===== config.mk =====
export PLATFORM = sky130hd
export DESIGN_NAME = gpiobcd_top
export DESIGN_NICKNAME = d
export VERILOG_FILES = /design/src/hw/gpiobcd_pkg.sv /design/src/hw/gpiobcd_top.sv
export SDC_FILE = /design/constraint.sdc
export NUM_CORES = 1
export LEC_CHECK = 0
export BUFFER_PORTS_ARGS = -buffer_cell sky130_fd_sc_hd__buf_2
export CORE_UTILIZATION = 45
export DETAILED_ROUTE_END_ITERATION = 7
export PLACE_DENSITY = 0.8
export SLEW_MARGIN = 20
export SYNTH_ARGS = -nofsm -noshare
export SYNTH_HDL_FRONTEND = slang
export SYNTH_SLANG_ARGS = --single-unit

===== constraint.sdc =====
create_clock -name clk_sys -period 11.3 [get_ports clk_sys]
set_clock_uncertainty 0.05 [all_clocks]
set_input_delay 0 -clock clk_sys [delete_from_list [all_inputs] [get_ports clk_sys]]
set_output_delay 0 -clock clk_sys [all_outputs]
set_load 0.02 [all_outputs]

===== src/hw/gpiobcd_pkg.sv =====
package gpiobcd_pkg;

    // bus geometry
    localparam int ADDR_W = 5;
    localparam int DATA_W = 32;
    localparam int REG_W = 8;

    // register indices, byte address is four times the index
    localparam logic [2:0] IDX_PORT_B_LATCH = 3'h1;
    localparam logic [2:0] IDX_PORT_C_LATCH = 3'h2;
    localparam logic [2:0] IDX_PORT_D_LATCH = 3'h3;
    localparam logic [2:0] IDX_PORT_B_DIRECTION = 3'h5;
    localparam logic [2:0] IDX_PORT_C_DIRECTION = 3'h6;
    localparam logic [2:0] IDX_PORT_D_DIRECTION = 3'h7;

    // port widths
    localparam int PORT_B_W = 8;
    localparam int PORT_C_W = 5;
    localparam int PORT_D_W = 7;

    // field positions
    localparam int SYSCLK_OUT_BIT = 2;
    localparam int SYSCLK_EN_BIT = 7;
    localparam int TIMER_CLK_BIT = 6;

    // analog channel layout
    localparam int ANALOG_CH_COUNT = 15;
    localparam int ANALOG_D_BASE = 8;

    // prescale code that picks the external pin clock
    localparam logic [2:0] TIMER_EXT_SEL = 3'h7;

    // reset values
    localparam logic [7:0] DIR_B_RESET = 8'h00;
    localparam logic [4:0] DIR_C_RESET = 5'h00;
    localparam logic [6:0] DIR_D_RESET = 7'h00;
    localparam logic SYSCLK_EN_RESET = 1'b0;

    // bus responses
    localparam logic [1:0] RESP_OKAY = 2'h0;
    localparam logic [1:0] RESP_SLVERR = 2'h2;

    // register selected by an address
    typedef enum logic [2:0] {
        SEL_NONE,
        SEL_B_LATCH,
        SEL_C_LATCH,
        SEL_D_LATCH,
        SEL_B_DIR,
        SEL_C_DIR,
        SEL_D_DIR
    } gpiobcd_sel_t;

    // a captured write request
    typedef struct packed {
        logic [ADDR_W-1:0] addr;
        logic [REG_W-1:0] data;
        logic strb;
    } gpiobcd_wreq_t;

endpackage : gpiobcd_pkg


===== src/hw/gpiobcd_top.sv =====
// Function
// - data bits are software latches steered by direction bits, untouched by reset
// - direction one enables the pin driver, zero leaves the pin floating
// - reset clears all direction bits so every pin starts as input
// - data reads give latch for outputs and live pin level for inputs
// - latch writes always land, input pins stay undriven
// - analog-selected port B bit reads zero as input, latch as output
// - port B direction never drives analog pins but still picks latch or zero
// - clock output enable, direction C bit 7, drives system clock on C pin 2
// - clock output overrides C bit 2 direction; reset clears the enable
// - port C has five bits, port D has seven bits
// - port D pins are analog channels eight to fourteen, same read rule
// - port D direction never drives timer pin but picks latch or zero
// - external timer clock select feeds D pin 6 to timer, direction ignored
module gpiobcd_top (
    // clock and reset
    input wire logic clk_sys,
    input wire logic rst,
    // axi4-lite write address
    input wire logic [gpiobcd_pkg::ADDR_W-1:0] s_axi_awaddr,
    input wire logic [2:0] s_axi_awprot,
    input wire logic s_axi_awvalid,
    output logic s_axi_awready,
    // axi4-lite write data
    input wire logic [gpiobcd_pkg::DATA_W-1:0] s_axi_wdata,
    input wire logic [3:0] s_axi_wstrb,
    input wire logic s_axi_wvalid,
    output logic s_axi_wready,
    // axi4-lite write response
    output logic [1:0] s_axi_bresp,
    output logic s_axi_bvalid,
    input wire logic s_axi_bready,
    // axi4-lite read address
    input wire logic [gpiobcd_pkg::ADDR_W-1:0] s_axi_araddr,
    input wire logic [2:0] s_axi_arprot,
    input wire logic s_axi_arvalid,
    output logic s_axi_arready,
    // axi4-lite read data
    output logic [gpiobcd_pkg::DATA_W-1:0] s_axi_rdata,
    output logic [1:0] s_axi_rresp,
    output logic s_axi_rvalid,
    input wire logic s_axi_rready,
    // port b pins
    input wire logic [gpiobcd_pkg::PORT_B_W-1:0] pin_b_in,
    output logic [gpiobcd_pkg::PORT_B_W-1:0] pin_b_out,
    output logic [gpiobcd_pkg::PORT_B_W-1:0] pin_b_oe_n,
    // port c pins
    input wire logic [gpiobcd_pkg::PORT_C_W-1:0] pin_c_in,
    output logic [gpiobcd_pkg::PORT_C_W-1:0] pin_c_out,
    output logic [gpiobcd_pkg::PORT_C_W-1:0] pin_c_oe_n,
    // port d pins
    input wire logic [gpiobcd_pkg::PORT_D_W-1:0] pin_d_in,
    output logic [gpiobcd_pkg::PORT_D_W-1:0] pin_d_out,
    output logic [gpiobcd_pkg::PORT_D_W-1:0] pin_d_oe_n,
    // converter and timer links
    input wire logic [4:0] analog_channel_select,
    input wire logic [2:0] timer_prescale_select,
    output logic timer_ext_clock_in
);

    localparam int PIN_W = gpiobcd_pkg::PORT_B_W + gpiobcd_pkg::PORT_C_W
        + gpiobcd_pkg::PORT_D_W;

    // map a byte address onto a register
    function automatic gpiobcd_pkg::gpiobcd_sel_t decode_addr(
        input logic [gpiobcd_pkg::ADDR_W-1:0] addr
    );
        gpiobcd_pkg::gpiobcd_sel_t sel;
        sel = gpiobcd_pkg::SEL_NONE;
        if (addr[1:0] == 2'h0)
        begin
            case (addr[gpiobcd_pkg::ADDR_W-1:2])
                gpiobcd_pkg::IDX_PORT_B_LATCH: sel = gpiobcd_pkg::SEL_B_LATCH;
                gpiobcd_pkg::IDX_PORT_C_LATCH: sel = gpiobcd_pkg::SEL_C_LATCH;
                gpiobcd_pkg::IDX_PORT_D_LATCH: sel = gpiobcd_pkg::SEL_D_LATCH;
                gpiobcd_pkg::IDX_PORT_B_DIRECTION: sel = gpiobcd_pkg::SEL_B_DIR;
                gpiobcd_pkg::IDX_PORT_C_DIRECTION: sel = gpiobcd_pkg::SEL_C_DIR;
                gpiobcd_pkg::IDX_PORT_D_DIRECTION: sel = gpiobcd_pkg::SEL_D_DIR;
                default: sel = gpiobcd_pkg::SEL_NONE;
            endcase
        end
        return sel;
    endfunction : decode_addr

    // one-hot analog channel
    function automatic logic [gpiobcd_pkg::ANALOG_CH_COUNT-1:0] channel_onehot(
        input logic [4:0] sel
    );
        logic [gpiobcd_pkg::ANALOG_CH_COUNT-1:0] hot;
        hot = '0;
        for (int i = 0; i < gpiobcd_pkg::ANALOG_CH_COUNT; i++)
        begin
            hot[i] = (sel == 5'(i));
        end
        return hot;
    endfunction : channel_onehot

    // software visible state
    logic [gpiobcd_pkg::PORT_B_W-1:0] port_b_latch;
    logic [gpiobcd_pkg::PORT_C_W-1:0] port_c_latch;
    logic [gpiobcd_pkg::PORT_D_W-1:0] port_d_latch;
    logic [gpiobcd_pkg::PORT_B_W-1:0] port_b_direction;
    logic [gpiobcd_pkg::PORT_C_W-1:0] port_c_direction;
    logic [gpiobcd_pkg::PORT_D_W-1:0] port_d_direction;
    logic sysclk_out_enable;

    // write channel capture
    logic aw_held;
    logic w_held;
    gpiobcd_pkg::gpiobcd_wreq_t wreq;
    logic do_write;
    logic wr_en;
    gpiobcd_pkg::gpiobcd_sel_t wr_sel;

    // pin sampling
    logic [PIN_W-1:0] pin_s1;
    logic [PIN_W-1:0] pin_s2;
    logic [PIN_W-1:0] pin_s3;
    logic [PIN_W-1:0] pin_level;
    logic [gpiobcd_pkg::PORT_B_W-1:0] lvl_b;
    logic [gpiobcd_pkg::PORT_C_W-1:0] lvl_c;
    logic [gpiobcd_pkg::PORT_D_W-1:0] lvl_d;

    // alternate function decode
    logic [gpiobcd_pkg::ANALOG_CH_COUNT-1:0] analog_hot;
    logic [gpiobcd_pkg::PORT_B_W-1:0] analog_b;
    logic [gpiobcd_pkg::PORT_D_W-1:0] special_d;
    logic timer_pin_sel;

    // read values and pin controls
    logic [gpiobcd_pkg::PORT_B_W-1:0] rd_b;
    logic [gpiobcd_pkg::PORT_C_W-1:0] rd_c;
    logic [gpiobcd_pkg::PORT_D_W-1:0] rd_d;
    logic [gpiobcd_pkg::REG_W-1:0] rd_value;
    logic rd_mapped;
    logic [gpiobcd_pkg::PORT_B_W-1:0] next_drive_b;
    logic [gpiobcd_pkg::PORT_C_W-1:0] next_drive_c;
    logic [gpiobcd_pkg::PORT_D_W-1:0] next_drive_d;
    logic [gpiobcd_pkg::PORT_C_W-1:0] next_pin_c_out;
    logic sysclk_phase;

    // handshake readiness: one write and one read in flight
    assign s_axi_awready = !aw_held;
    assign s_axi_wready = !w_held;
    assign s_axi_arready = !s_axi_rvalid;
    assign do_write = aw_held && w_held && !s_axi_bvalid;
    assign wr_sel = decode_addr(wreq.addr);
    assign wr_en = do_write && wreq.strb;

    // write address capture
    always_ff @(posedge clk_sys or posedge rst)
    begin
        if (rst)
        begin
            aw_held <= 1'b0;
            wreq.addr <= '0;
        end
        else if (s_axi_awvalid && !aw_held)
        begin
            aw_held <= 1'b1;
            wreq.addr <= s_axi_awaddr;
        end
        else if (do_write)
        begin
            aw_held <= 1'b0;
        end
    end

    // write data capture, low byte lane only
    always_ff @(posedge clk_sys or posedge rst)
    begin
        if (rst)
        begin
            w_held <= 1'b0;
            wreq.data <= '0;
            wreq.strb <= 1'b0;
        end
        else if (s_axi_wvalid && !w_held)
        begin
            w_held <= 1'b1;
            wreq.data <= s_axi_wdata[gpiobcd_pkg::REG_W-1:0];
            wreq.strb <= s_axi_wstrb[0];
        end
        else if (do_write)
        begin
            w_held <= 1'b0;
        end
    end

    // write response once both halves are in
    always_ff @(posedge clk_sys or posedge rst)
    begin
        if (rst)
        begin
            s_axi_bvalid <= 1'b0;
            s_axi_bresp <= gpiobcd_pkg::RESP_OKAY;
        end
        else if (do_write)
        begin
            s_axi_bvalid <= 1'b1;
            s_axi_bresp <= (wr_sel == gpiobcd_pkg::SEL_NONE) ?
                gpiobcd_pkg::RESP_SLVERR : gpiobcd_pkg::RESP_OKAY;
        end
        else if (s_axi_bready)
        begin
            s_axi_bvalid <= 1'b0;
        end
    end

    // data latches keep their contents through reset
    always_ff @(posedge clk_sys)
    begin
        if (wr_en && wr_sel == gpiobcd_pkg::SEL_B_LATCH)
        begin
            port_b_latch <= wreq.data[gpiobcd_pkg::PORT_B_W-1:0];
        end
        if (wr_en && wr_sel == gpiobcd_pkg::SEL_C_LATCH)
        begin
            port_c_latch <= wreq.data[gpiobcd_pkg::PORT_C_W-1:0];
        end
        if (wr_en && wr_sel == gpiobcd_pkg::SEL_D_LATCH)
        begin
            port_d_latch <= wreq.data[gpiobcd_pkg::PORT_D_W-1:0];
        end
    end

    // direction registers and clock output enable
    always_ff @(posedge clk_sys or posedge rst)
    begin
        if (rst)
        begin
            port_b_direction <= gpiobcd_pkg::DIR_B_RESET;
            port_c_direction <= gpiobcd_pkg::DIR_C_RESET;
            port_d_direction <= gpiobcd_pkg::DIR_D_RESET;
            sysclk_out_enable <= gpiobcd_pkg::SYSCLK_EN_RESET;
        end
        else if (wr_en)
        begin
            case (wr_sel)
                gpiobcd_pkg::SEL_B_DIR:
                    port_b_direction <= wreq.data[gpiobcd_pkg::PORT_B_W-1:0];
                gpiobcd_pkg::SEL_C_DIR:
                begin
                    port_c_direction <= wreq.data[gpiobcd_pkg::PORT_C_W-1:0];
                    sysclk_out_enable <= wreq.data[gpiobcd_pkg::SYSCLK_EN_BIT];
                end
                gpiobcd_pkg::SEL_D_DIR:
                    port_d_direction <= wreq.data[gpiobcd_pkg::PORT_D_W-1:0];
                default:
                    port_b_direction <= port_b_direction;
            endcase
        end
    end

    // three-stage pin sampler with agreement filter
    always_ff @(posedge clk_sys or posedge rst)
    begin
        if (rst)
        begin
            pin_s1 <= '0;
            pin_s2 <= '0;
            pin_s3 <= '0;
            pin_level <= '0;
        end
        else
        begin
            pin_s1 <= {pin_d_in, pin_c_in, pin_b_in};
            pin_s2 <= pin_s1;
            pin_s3 <= pin_s2;
            pin_level <= (pin_s2 & ~(pin_s2 ^ pin_s3)) | (pin_level & (pin_s2 ^ pin_s3));
        end
    end

    // per-port levels
    assign lvl_b = pin_level[gpiobcd_pkg::PORT_B_W-1:0];
    assign lvl_c = pin_level[gpiobcd_pkg::PORT_B_W +: gpiobcd_pkg::PORT_C_W];
    assign lvl_d = pin_level[PIN_W-1 -: gpiobcd_pkg::PORT_D_W];

    // converter and timer pin use
    assign analog_hot = channel_onehot(analog_channel_select);
    assign analog_b = analog_hot[gpiobcd_pkg::PORT_B_W-1:0];
    assign timer_pin_sel = (timer_prescale_select == gpiobcd_pkg::TIMER_EXT_SEL);

    // port d alternate use mask
    always_comb
    begin
        special_d = analog_hot[gpiobcd_pkg::ANALOG_D_BASE +: gpiobcd_pkg::PORT_D_W];
        special_d[gpiobcd_pkg::TIMER_CLK_BIT] = special_d[gpiobcd_pkg::TIMER_CLK_BIT]
            | timer_pin_sel;
    end

    // port b read value
    assign rd_b = (port_b_direction & port_b_latch)
        | (~port_b_direction & ~analog_b & lvl_b);

    // port c read, clock out override on bit 2
    always_comb
    begin
        rd_c = (port_c_direction & port_c_latch) | (~port_c_direction & lvl_c);
        if (sysclk_out_enable)
        begin
            rd_c[gpiobcd_pkg::SYSCLK_OUT_BIT] = port_c_direction[gpiobcd_pkg::SYSCLK_OUT_BIT] ?
                1'b0 : lvl_c[gpiobcd_pkg::SYSCLK_OUT_BIT];
        end
    end

    // port d read value
    assign rd_d = (port_d_direction & port_d_latch)
        | (~port_d_direction & ~special_d & lvl_d);

    // read mux, unused upper bits read as zero
    always_comb
    begin
        rd_value = '0;
        rd_mapped = 1'b1;
        case (decode_addr(s_axi_araddr))
            gpiobcd_pkg::SEL_B_LATCH: rd_value = rd_b;
            gpiobcd_pkg::SEL_C_LATCH: rd_value = {3'h0, rd_c};
            gpiobcd_pkg::SEL_D_LATCH: rd_value = {1'b0, rd_d};
            gpiobcd_pkg::SEL_B_DIR: rd_value = port_b_direction;
            gpiobcd_pkg::SEL_C_DIR: rd_value = {sysclk_out_enable, 2'h0, port_c_direction};
            gpiobcd_pkg::SEL_D_DIR: rd_value = {1'b0, port_d_direction};
            default: rd_mapped = 1'b0;
        endcase
    end

    // read data channel
    always_ff @(posedge clk_sys or posedge rst)
    begin
        if (rst)
        begin
            s_axi_rvalid <= 1'b0;
            s_axi_rdata <= '0;
            s_axi_rresp <= gpiobcd_pkg::RESP_OKAY;
        end
        else if (s_axi_arvalid && !s_axi_rvalid)
        begin
            s_axi_rvalid <= 1'b1;
            s_axi_rdata <= {24'h000000, rd_value};
            s_axi_rresp <= rd_mapped ? gpiobcd_pkg::RESP_OKAY : gpiobcd_pkg::RESP_SLVERR;
        end
        else if (s_axi_rready)
        begin
            s_axi_rvalid <= 1'b0;
        end
    end

    // drive enables: converter and timer pins stay inputs
    always_comb
    begin
        next_drive_b = port_b_direction & ~analog_b;
        next_drive_c = port_c_direction;
        next_drive_c[gpiobcd_pkg::SYSCLK_OUT_BIT] = sysclk_out_enable
            | port_c_direction[gpiobcd_pkg::SYSCLK_OUT_BIT];
        next_drive_d = port_d_direction & ~special_d;
    end

    // port c output data, clock replaces the latch on bit 2
    always_comb
    begin
        next_pin_c_out = port_c_latch;
        if (sysclk_out_enable)
        begin
            next_pin_c_out[gpiobcd_pkg::SYSCLK_OUT_BIT] = sysclk_phase;
        end
    end

    // bus clock image, toggling every cycle
    always_ff @(posedge clk_sys or posedge rst)
    begin
        if (rst)
        begin
            sysclk_phase <= 1'b0;
        end
        else
        begin
            sysclk_phase <= !sysclk_phase;
        end
    end

    // registered pin enables, high means floating
    always_ff @(posedge clk_sys or posedge rst)
    begin
        if (rst)
        begin
            pin_b_oe_n <= '1;
            pin_c_oe_n <= '1;
            pin_d_oe_n <= '1;
        end
        else
        begin
            pin_b_oe_n <= ~next_drive_b;
            pin_c_oe_n <= ~next_drive_c;
            pin_d_oe_n <= ~next_drive_d;
        end
    end

    // pin data and timer clock
    always_ff @(posedge clk_sys or posedge rst)
    begin
        if (rst)
        begin
            pin_b_out <= '0;
            pin_c_out <= '0;
            pin_d_out <= '0;
            timer_ext_clock_in <= 1'b0;
        end
        else
        begin
            pin_b_out <= port_b_latch;
            pin_c_out <= next_pin_c_out;
            pin_d_out <= port_d_latch;
            timer_ext_clock_in <= timer_pin_sel & lvl_d[gpiobcd_pkg::TIMER_CLK_BIT];
        end
    end

endmodule : gpiobcd_top


# [After elaboration in Yosys (flattened, before gate mapping)]
# Cells that the tools add are included.
[classes] n_mux=18 eq_ne=39 n_reduce_logical=26 bitwise=29
[ops] cell="$pmux 8 s6" count=1
[ops] cell="$and 20x20->20" count=2
[ops] cell="$eq 3x3->1 const B" count=13
[ops] cell="$pmux 3 s6" count=2
[ops] cell="$eq 5x4->1 const B" count=7
[ops] cell="$and 8x8->8" count=4
[ops] cell="$and 7x7->7" count=4
[ops] cell="$eq 3x2->1 const B" count=8
[ops] cell="$not 8->8" count=3
[ops] cell="$not 7->7" count=3
[ops] cell="$eq 5x3->1 const B" count=4
[ops] cell="$not 20->20" count=1
[ops] cell="$or 20x20->20" count=1
[ops] cell="$xor 20x20->20" count=1
[ops] cell="$eq 3x1->1 const B" count=4
[ops] cell="$mux 1" count=11
[ops] cell="$and 5x5->5" count=2
[ops] cell="$eq 5x2->1 const B" count=2
[ops] cell="$not 5->5" count=2
[ops] cell="$logic_and 1x1->1" count=9
[ops] cell="$or 8x8->8" count=1
[ops] cell="$reduce_bool 2->1" count=4
[ops] cell="$or 7x7->7" count=1
[ops] cell="$mux 3" count=2
[ops] cell="other kinds (11)" count=20
[word_totals] output_inout_bits=82 register_bits=193 elab_cells=141 input_bits=87

# [Logic depth before layout (Yosys ltp)]
# Gate-level depths: netlist of the first run.
[depth] ltp_word=7 mapped_depth=6 ltp_nobuf=5

# [Worst setup path after synthesis of the first run]
# Ideal clock, no wire load.
[synth_path] path_type="reg2reg" startpoint="reg s_axi_bvalid" endpoint="reg port_b_latch[0] (netlist bit), enable pin" path_buffers=0 setup_time_ps=398 required_time_ps=10852 t_arrival_ps=1871 path_stages_with_launch=5 slack_ps=8981 period_less_slack_ps=2319 path_cell_list="dfrtp_1 > nand3b_1 > inv_2 > nand3_1 > nor4b_1"
[synth_between] elab_chain_len=4
[synth_lines] item="from (decl)" line_no="gpiobcd_top.sv:31" source="output logic s_axi_bvalid,"
[synth_lines] item="from (signal assigned)" line_no="gpiobcd_top.sv:195" source="s_axi_bvalid <= 1'b0;"
[synth_lines] item="from (signal assigned)" line_no="gpiobcd_top.sv:200" source="s_axi_bvalid <= 1'b1;"
[synth_lines] item="from (signal assigned)" line_no="gpiobcd_top.sv:206" source="s_axi_bvalid <= 1'b0;"
[synth_lines] item="$logic_not 1->1" line_no="gpiobcd_top.sv:146" source="assign do_write = aw_held && w_held && !s_axi_bvalid;"
[synth_lines] item="$logic_and 1x1->1" line_no="gpiobcd_top.sv:146"
[synth_lines] item="$logic_and 1x1->1" line_no="gpiobcd_top.sv:148" source="assign wr_en = do_write && wreq.strb;"
[synth_lines] item="$logic_and 1x1->1" line_no="gpiobcd_top.sv:213" source="if (wr_en && wr_sel == gpiobcd_pkg::SEL_B_LATCH)"
[synth_lines] item="to (signal assigned)" line_no="gpiobcd_top.sv:215" source="port_b_latch <= wreq.data[gpiobcd_pkg::PORT_B_W-1:0];"
[synth_lines] item="to (decl)" line_no="gpiobcd_top.sv:99" source="logic [gpiobcd_pkg::PORT_B_W-1:0] port_b_latch;"
# No other way between the ends.
# A chain may end at the register's enable or synchronous reset.

# [Worst setup path after layout of the first run]
[layout_path] startpoint="reg s_axi_rvalid" endpoint="reg s_axi_rdata[3] (netlist bit)"
[layout_between] elab_chain_len=2
[layout_lines] item="from (decl)" line_no="gpiobcd_top.sv:41" source="output logic s_axi_rvalid,"
[layout_lines] item="from (signal assigned)" line_no="gpiobcd_top.sv:332" source="s_axi_rvalid <= 1'b0;"
[layout_lines] item="from (signal assigned)" line_no="gpiobcd_top.sv:338" source="s_axi_rvalid <= 1'b1;"
[layout_lines] item="from (signal assigned)" line_no="gpiobcd_top.sv:344" source="s_axi_rvalid <= 1'b0;"
[layout_lines] item="$logic_not 1->1" line_no="gpiobcd_top.sv:336" source="else if (s_axi_arvalid && !s_axi_rvalid)"
[layout_lines] item="$logic_and 1x1->1" line_no="gpiobcd_top.sv:336"
[layout_lines] item="to (signal assigned)" line_no="gpiobcd_top.sv:339" source="s_axi_rdata <= {24'h000000, rd_value};"
[layout_lines] item="to (decl)" line_no="gpiobcd_top.sv:39" source="output logic [gpiobcd_pkg::DATA_W-1:0] s_axi_rdata,"
# No other way between the ends.

==> results.cfg, run 1 <==
[logic_synthesis]
synthAdderAreaFrac_pct = 2.92
seq_area_frac_synth_pct = 71.6
postSynthAreaPerCell_um2 = 14.9
synth_warnings = 0
postSynth.asyncResetShare_pct = 89.5
synthMuxAreaShare_pct = 7.08
synth_top_family_by_area = simple AND/OR/NAND/NOR gates
yosys.cell_types.count = 51
synth_enable_flop_cells = 20
ys.flop_type = dfrtp_1
syn_inst = 460
synthSimpleGateAreaFrac_pct = 8.47
synth_compound_area_share_pct = 5.42
synth-xor-area-share_pct = 0
syn_area_mm2 = 0.00685
synth-seq-cells = 191

[clock_network]
clockRootBuffer = clkbuf_16
clock_sinks = 191
htree_levels = 4
post_cts_buffers = 0
clockBufferDepth = 2
tritoncts = yes
worstSkewPairLatency_ns = 0.42
clk_pin_slew_ns = 0.07
cts_made_buffers = 17

[sta]
setup_viol = 0
slew_headroom_pct = 34.4
hold_viol = 0
fin_crit_ns = 2.59
holdWs_ns = 0.0875
final_max_slew_viol_count = 0
rsz0062_at_grt = no
period_share_pct = 22.9
worstMarginPinSlew_ns = 0.981
layout_setup_ws_ns = 8.71
tns_ns = 0
max_freq_mhz = 386

[outcome]
violations = design-rule violations
outcome = finished with violations

[placed_design]
dp_hpwl_mm = 9.70
pre_cts_ws_ns = 9.12
numPortBuffers = 109
place_congestion = 0.873
place_inst = 747
dpl_cell_area_mm2 = 0.00752

[routing]
routed_wl_mm = 14.8
wire_per_inst_um = 17.8
post-route-drc-count = 13
drt_iter0_drc = 383
viasPerCell = 5.08
ant_nets = 0
routed-via-count = 4224
drt_pass1_iterations = 8

[die]
fp.dieW_um = 125
fp.dieArea_mm2 = 0.0157
fp.dieH_um = 125
start_util_pct = 46.6
placementRows = 44
num_io_pins = 169
coreArea_mm2 = 0.0147

[layout]
drive_gt1_share_pct = 31.1
fin_nets = 721
syn_to_final_growth_pct = 25.9
final_area_mm2 = 0.00863
finalNonFillerCells = 831
diodes = 0

[grt]
grt_pass1_wl_mm = 23.4
grt_max_degree = 92
antenna_found_initial = 0
grt_pass1_vias = 4409
gr-total-overflow = 0
grt.total_usage_pct = 20.0

[power]
power.density_mw_per_mm2 = 202
ir_drop_uv = 163
p_leak_nw = 3.83

[worst_setup_path]
cp.required_ns = 11.60
path_max_fanout = 12
cp-end-kind = register
critPathLaunchType = register
worstPathArrival_ns = 2.89
critPathKind = reg2reg

[min_path]
hold_path.class = in2reg

[job]
maxCapViolations = 0
[cell usage after synthesis, drive strengths merged (3+ instances only)]
library cell,count,area (um2)
nor2b,6,37.5
a21oi,8,40.0
a211oi,4,30.0
a22o,3,26.3
mux2i,8,80.1
mux2,36,405
o211ai,4,30.0
dfstp,20,526
nand4b,6,67.6
and3,4,35.0
nor3,3,25.0
maj3,20,200
dfrtp,151,3780
and2,5,31.3
buf,31,220
clkbuf,3,11.3
inv,20,75.1
nand3b,5,37.5
nor2,10,37.5
nor3b,4,40.0
nand4,3,33.8
o21ai,16,80.1
nand3,7,35.0
edfxtp,20,601
a22oi,3,22.5
nand2,36,135
[logic make-up after synthesis]
kind of cell             count (synthesis)
flip-flops                             191
AND/OR/NAND/NOR                         95
AO/OA/AOI/OAI                           55
buffers and inverters                   54
multiplexers                            44
adder cells (fa/ha/maj)                 20
other                                    1
[worst paths after layout]
path                       slack [ns]       startpoint  depth (start not counted)             end
max                              8.71     s_axi_rvalid                          5  s_axi_rdata[3]
min                              0.09  s_axi_araddr[0]                          3  s_axi_rdata[0]
max reg2reg                      8.71     s_axi_rvalid                          5  s_axi_rdata[3]
min reg2reg                      0.29       pin_s1[17]                          0      pin_s2[17]
max in group asynchronous        9.80              rst                          4      pin_s3[11]
min in group asynchronous        0.18              rst                          3         wreq[9]
[routing by layer]
layer  GRT usage (%)  part of all wire, %  vias to the layer above
met5               0                    0                        -
met4            8.32                  2.5                        0
met3            5.18                  6.5                       33
met2            31.9                   48                      168
met1            26.2                   43                     2113
li1                -                    -                     1910
[stage by stage]
step                      power [mW]  util (%)
after floorplan                 1.06         -
after global placement          1.13      51.2
after detailed placement        1.15      51.2
after CTS                       1.75      58.7
after global routing            1.82      58.7
final                           1.75      58.7
[timing repair]
item,in CTS,in global routing
hold buffers,52,0
hold endpoints to repair,134,0
resized for setup,0,0
[placed cells by master, fill, tap and decap left out, drive strengths merged, types with 10 or more instances in the layout]
cell type	count
edfxtp	20
conb	26
dlygate4sd3	52
nor2	10
mux2	36
clkbuf	19
buf	112
inv	22
dfrtp	151
nand2	36
o21ai	16
maj3	20
dfstp	20
[where the power goes]
group | leakage (nW) | switching (mW) | internal [mW] | total, mW
combinational | 1.34 | 0.141 | 0.113 | 0.254
clock | 0.281 | 0.251 | 0.332 | 0.583
sequential | 2.21 | 0.0993 | 0.810 | 0.909
total | 3.83 | 0.491 | 1.25 | 1.75
[cell type report]
cell class              count  area (um2)
clock buffers              19         443
clock inverters            13         138
fillers                  1126        6070
inverters                  20        80.1
multi-input cells         240        1740
flip-flops and latches    191        4900
well taps                 184         230
repair buffers            164        1090
[worst max-delay path: stages (launching register included)]
cell	delay, ns
dfrtp_1	0.40
nand2b_1	0.45
nor4_4	0.51
dlygate4sd3_1	0.86
a21oi_1	0.08
a31oi_1	0.15
No activity file was read; power rests on OpenSTA's default activity.
==> run 2: changes to the inputs <==
--- a/config.mk
+++ b/config.mk
@@ -8,7 +8,7 @@
 export BUFFER_PORTS_ARGS = -buffer_cell sky130_fd_sc_hd__buf_2
 export CORE_UTILIZATION = 45
 export DETAILED_ROUTE_END_ITERATION = 7
-export PLACE_DENSITY = 0.8
+export PLACE_DENSITY = 0.83
 export SLEW_MARGIN = 20
 export SYNTH_ARGS = -nofsm -noshare
 export SYNTH_HDL_FRONTEND = slang
==> constraint.sdc (replaced) <==
create_clock -name clk_sys -period 2.2 [get_ports clk_sys]
set_clock_uncertainty 0.05 [all_clocks]
set_input_delay 0 -clock clk_sys [delete_from_list [all_inputs] [get_ports clk_sys]]
set_output_delay 0 -clock clk_sys [all_outputs]
set_load 0.02 [all_outputs]
==> run 2 against run 1 <==
  * The flow still finishes with violations (design-rule violations)
  * Critical path depth up 3
  * Clock power rose to 4.6 times the previous value
  * Final cell count up 0.60%
  * Clock-buffer cell count up 6
  * Largest power group unchanged
==> results.cfg, run 2 (synthesis results as in run 1) <==
[clock_network]
clockRootBuffer = clkbuf_16
cts_made_buffers = 17
tritoncts = yes
post_cts_buffers = 0
clk_pin_slew_ns = 0.06
worstSkewPairLatency_ns = 0.42
htree_levels = 4
clock_sinks = 191
clockBufferDepth = 2

[routing]
drt_pass1_iterations = 8
drt_iter0_drc = 350
wire_per_inst_um = 17.8
routed-via-count = 4272
routed_wl_mm = 14.9
viasPerCell = 5.11
post-route-drc-count = 11
ant_nets = 0

[job]
maxCapViolations = 0

[layout]
syn_to_final_growth_pct = 25.7
finalNonFillerCells = 836
final_area_mm2 = 0.00861
mostFrequentLayoutCell = dfrtp_1
seq_area_mm2 = 0.00490
final_cell_mix = dfrtp_1, buf_2, dlygate4sd3_1
drive_gt1_share_pct = 31.1
multi_input_area_mm2 = 0.00174
fin_nets = 727
diodes = 0
nFillCells = 1129

[sta]
max_freq_mhz = 477
hold_viol = 0
setup_viol = 0
rsz0062_at_grt = no
slew_headroom_pct = 61.0
final_max_slew_viol_count = 0
holdWs_ns = 0.0578
fin_crit_ns = 2.10
worstMarginPinSlew_ns = 0.584
period_share_pct = 95.4

[power]
p_comb_share_pct = 15.2
seqPwrFrac_pct = 53.8
intPower_mw = 6.23
switching_power_mw = 2.44
clkPwrFrac_pct = 30.9
p_leak_nw = 3.83
p_total_mw = 8.66
ir_drop_uv = 723
power.density_mw_per_mm2 = 1010
switching_share_pct = 28.1

[worst_setup_path]
reg2reg_depth = 4
r2r_slack_ns = 0.39
worstPathArrival_ns = 2.34
critPathKind = in2reg
cp.required_ns = 2.44
cp-end-kind = register
critPathLaunchType = primary input
path_max_fanout = 4

[placed_design]
place_congestion = 0.875
numPortBuffers = 109
place_inst = 755
dp_hpwl_mm = 9.93
dpl_cell_area_mm2 = 0.00761

[die]
fp.dieW_um = 125
placementRows = 44
num_io_pins = 169
fp.dieArea_mm2 = 0.0157
start_util_pct = 46.6
fp.dieH_um = 125
coreArea_mm2 = 0.0147

[outcome]
outcome = finished with violations
violations = design-rule violations

[min_path]
whs_path_depth = 4
hold_path.class = in2reg

[grt]
grt_max_degree = 64
grt.total_usage_pct = 20.0
antenna_found_initial = 0
gr-total-overflow = 0
grt_pass1_wl_mm = 23.7
grt_pass1_vias = 4435
==> run 2: changes by cell type in the layout (fill, tap and decap cells not counted), sizes merged <==
cell / before / now
clkbuf: 19 / 25
buf: 112 / 120
dlygate4sd3: 52 / 50
inv: 22 / 20
clkinv: 7 / 3
bufinv: 2 / 0
clkinvlp: 2 / 3
==> run 2: critical path, cell delays in order <==
cell and delay (ns):
dlygate4sd3_1 0.54, buf_2 0.16, nor3_2 0.29, dlygate4sd3_1 0.69, nand3_1 0.16, nand3b_1 0.14
a21oi_1 0.08, a221o_1 0.28
==> run 2: area by class of cell <==
class                   count  share of cell area, %
multi-input cells         240                   20.2
well taps                 184                   2.67
flip-flops and latches    191                   56.9
repair buffers            170                   13.4
clock buffers              25                   5.40
inverters                  20                  0.915
clock inverters             6                  0.465
==> run 2: final timing paths <==
| kind | from | end |
|---|---|---|
| worst max-delay path | analog_channel_select[0] | s_axi_rdata[4] |
| worst min-delay path | s_axi_arvalid | s_axi_rvalid |
| worst max register to register | s_axi_bvalid | port_c_direction[4] |
| worst min register to register | pin_s1[2] | pin_s2[2] |
| max in group asynchronous | rst | pin_d_oe_n[5] |
| min in group asynchronous | rst | pin_c_out[0] |
==> run 2: layer usage <==
layer,track usage [%],wire (um),vias to the layer above
li1,-,-,1915
met1,26.2,6360,2133
met2,31.7,7080,191
met3,5.31,977,33
met4,8.68,443,0
met5,0,0,-
==> run 2: repair_timing <==
item / CTS / global route
hold buffers: 50 / 0
hold endpoints to repair: 198 / 0
gates resized for setup: 0 / 0
==> run 2: metrics by stage <==
stage | setup slack (ns) | util, % | TNS, ns
floorplan | -0.0164 | - | -2.47
global placement | 0.457 | 51.8 | 0
detailed placement | 0.404 | 51.8 | 0
CTS | 0.142 | 58.6 | 0
global route | 0.0366 | 58.6 | 0
finish | 0.102 | 58.6 | 0
==> run 2: power by group through the flow <==
stage | clock [mW] | sequential (mW) | combinational (mW)
floorplan | 0 | 4.69 | 0.765
global placement | 0 | 4.65 | 1.19
detailed placement | 0 | 4.70 | 1.24
CTS | 2.73 | 4.64 | 1.32
global route | 2.88 | 4.72 | 1.43
finish | 2.68 | 4.66 | 1.32
==> run 3: changes to the inputs <==
--- a/config.mk
+++ b/config.mk
@@ -6,6 +6,7 @@
 export NUM_CORES = 1
 export LEC_CHECK = 0
 export BUFFER_PORTS_ARGS = -buffer_cell sky130_fd_sc_hd__buf_2
+export CORE_ASPECT_RATIO = 0.6
 export CORE_UTILIZATION = 45
 export DETAILED_ROUTE_END_ITERATION = 7
 export PLACE_DENSITY = 0.83
==> run 3 against run 2 <==
  * The flow now finishes without violations
  * Sequential power hardly changed
  * Die area is 0.10% higher
  * Largest power group unchanged
  * Critical endpoint is now pin_b_oe_n[0]
  * Hold slack worse by 0.0048 ns
  * Final cell count is 1.4% higher
  * Highest routed layer unchanged
  * Sequential share of layout area is 0.27 points lower
  * Cell area is 0.48% higher
  * Clock power is 9.3% higher
  * Power is 2.9% higher
  * Setup slack better by 0.0097 ns
==> results.cfg, run 3 (synthesis results as in run 1) <==
[layout]
final_cell_mix = dfrtp_1, buf_2, dlygate4sd3_1
finalNonFillerCells = 848
final_area_mm2 = 0.00866
drive_gt1_share_pct = 31.7
syn_to_final_growth_pct = 26.3
post-route-util_pct = 59.0
fin_nets = 724
diodes = 0
mostFrequentLayoutCell = dfrtp_1

[grt]
gr-total-overflow = 0
antenna_found_initial = 0
grt_pass1_wl_mm = 24.4
grt_max_degree = 134
grt_pass1_vias = 4494
grt.total_usage_pct = 20.8

[worst_setup_path]
cp_slowest_cell = dlygate4sd3_1
critPathBufInv = 4
path_cells = dlygate4sd3_1, buf_2, nor3_4, dlygate4sd3_1, nand2_1, dlygate4sd3_1, nand2_1
crit_top_cell = dlygate4sd3_1
r2r_slack_ns = 0.36
startpoint = analog_channel_select[0]
critPathLaunchType = primary input
cp-end-kind = register
critPathTopFamily = buffers and inverters
cp_slowest_stage_delay_ns = 0.69
reg2reg_depth = 5
r2r-start = s_axi_bvalid
critPathKind = in2reg
r2r-end = port_b_direction[3]
cp.required_ns = 2.51
path_max_fanout = 4
worstPathArrival_ns = 2.40

[sta]
final_max_slew_viol_count = 0
fin_crit_ns = 2.09
hold_viol = 0
period_share_pct = 94.9
setup_viol = 0
max_freq_mhz = 479
worstMarginPinSlew_ns = 0.729
slew_headroom_pct = 51.4
rsz0062_at_grt = no

[die]
placementRows = 34
fp.dieArea_mm2 = 0.0157
start_util_pct = 46.7
fp.dieH_um = 97.6
num_io_pins = 169
coreArea_mm2 = 0.0147
fp.dieW_um = 161

[clock_network]
tritoncts = yes
clock_sinks = 191
worstSkewPairLatency_ns = 0.43
cts_made_buffers = 17
clockBufferDepth = 2
clockRootBuffer = clkbuf_16
clk_pin_slew_ns = 0.07
htree_levels = 4

[placed_design]
numPortBuffers = 109
place_inst = 766
dp_hpwl_mm = 10.3
place_congestion = 0.865
dpl_cell_area_mm2 = 0.00759

[routing]
routed-via-count = 4292
drt_pass1_iterations = 5
ant_nets = 0
routed_wl_mm = 15.4
viasPerCell = 5.06
post-route-drc-count = 0
drt_iter0_drc = 330
wire_per_inst_um = 18.1

[job]
maxCapViolations = 0

[power]
p_leak_nw = 3.84
ir_drop_uv = 642
power.density_mw_per_mm2 = 1030

[min_path]
whs_endpoint = s_axi_rresp[1]
min_from = s_axi_araddr[1]
whs_path_depth = 4
hold_path.class = in2reg

[outcome]
outcome = complete, no violations
==> run 3: cell count changes in the layout (fill, tap and decap cells not counted), sizes merged <==
cell	change
inv	+2
bufinv	+1
clkbuf	-5
clkinvlp	+1
buf	-3
clkinv	+2
==> run 3: worst max path at each step <==
| stage | endpoint | slack, ns | depth (start not counted) |
|---|---|---|---|
| 6_report | pin_b_oe_n[0] | 0.11 | 7 |
| 4_1_cts | pin_b_oe_n[0] | 0.09 | 7 |
| 2_1_floorplan | asynchronous set/reset pin | -0.02 | 1 |
| 3_3_place_gp | port_c_direction[4] | 0.43 | 4 |
| 5_1_grt | pin_b_oe_n[0] | 0.08 | 7 |
| 3_5_place_dp | port_b_direction[2] | 0.39 | 5 |
==> run 3: layer usage <==
| layer | global-route usage, % | share of wire, % | up-vias |
|---|---|---|---|
| met5 | 0 | 0 | - |
| met1 | 29.8 | 47 | 2172 |
| li1 | - | - | 1917 |
| met3 | 5.93 | 7.1 | 14 |
| met2 | 31.2 | 46 | 189 |
| met4 | 5.52 | 0.76 | 0 |
==> run 3: what timing repair did <==
item | 4_1_cts | 5_1_grt
setup endpoints to repair | 0 | 1
resized for setup | 0 | 1
setup buffers | 0 | 0
hold endpoints to repair | 203 | 0
hold buffers | 50 | 0
==> run 3: area by class of cell <==
| cell class | count | area, um2 |
|---|---|---|
| clock buffer | 20 | 447 |
| sequential | 191 | 4900 |
| clock inverter | 12 | 111 |
| tap | 198 | 248 |
| timing repair buffer | 167 | 1120 |
| inverter | 20 | 78.8 |
| fill | 1163 | 6020 |
| multi-input combinational | 240 | 1750 |
==> run 3: metrics by stage <==
stage | total power [mW] | TNS, ns | setup slack [ns] | hold WS, ns
finish | 8.91 | 0 | 0.112 | 0.0530
global placement | 5.85 | 0 | 0.432 | 0.0583
detailed placement | 5.95 | 0 | 0.386 | 0.0593
CTS | 8.94 | 0 | 0.0858 | 0.0406
global route | 9.30 | 0 | 0.0785 | 0.0888
floorplan | 5.45 | -2.47 | -0.0164 | -0.0186
==> run 3: tightest hold or removal path, cell delays in order <==
cell and delay, ns:
buf_2 0.13, nor4_4 0.06, buf_4 0.18, a21oi_1 0.12
==> run 3: report_power, final <==
part | internal, mW | switching [mW]
logic | 0.591 | 0.729
clock network | 1.60 | 1.33
registers | 4.16 | 0.510
total | 6.35 | 2.57
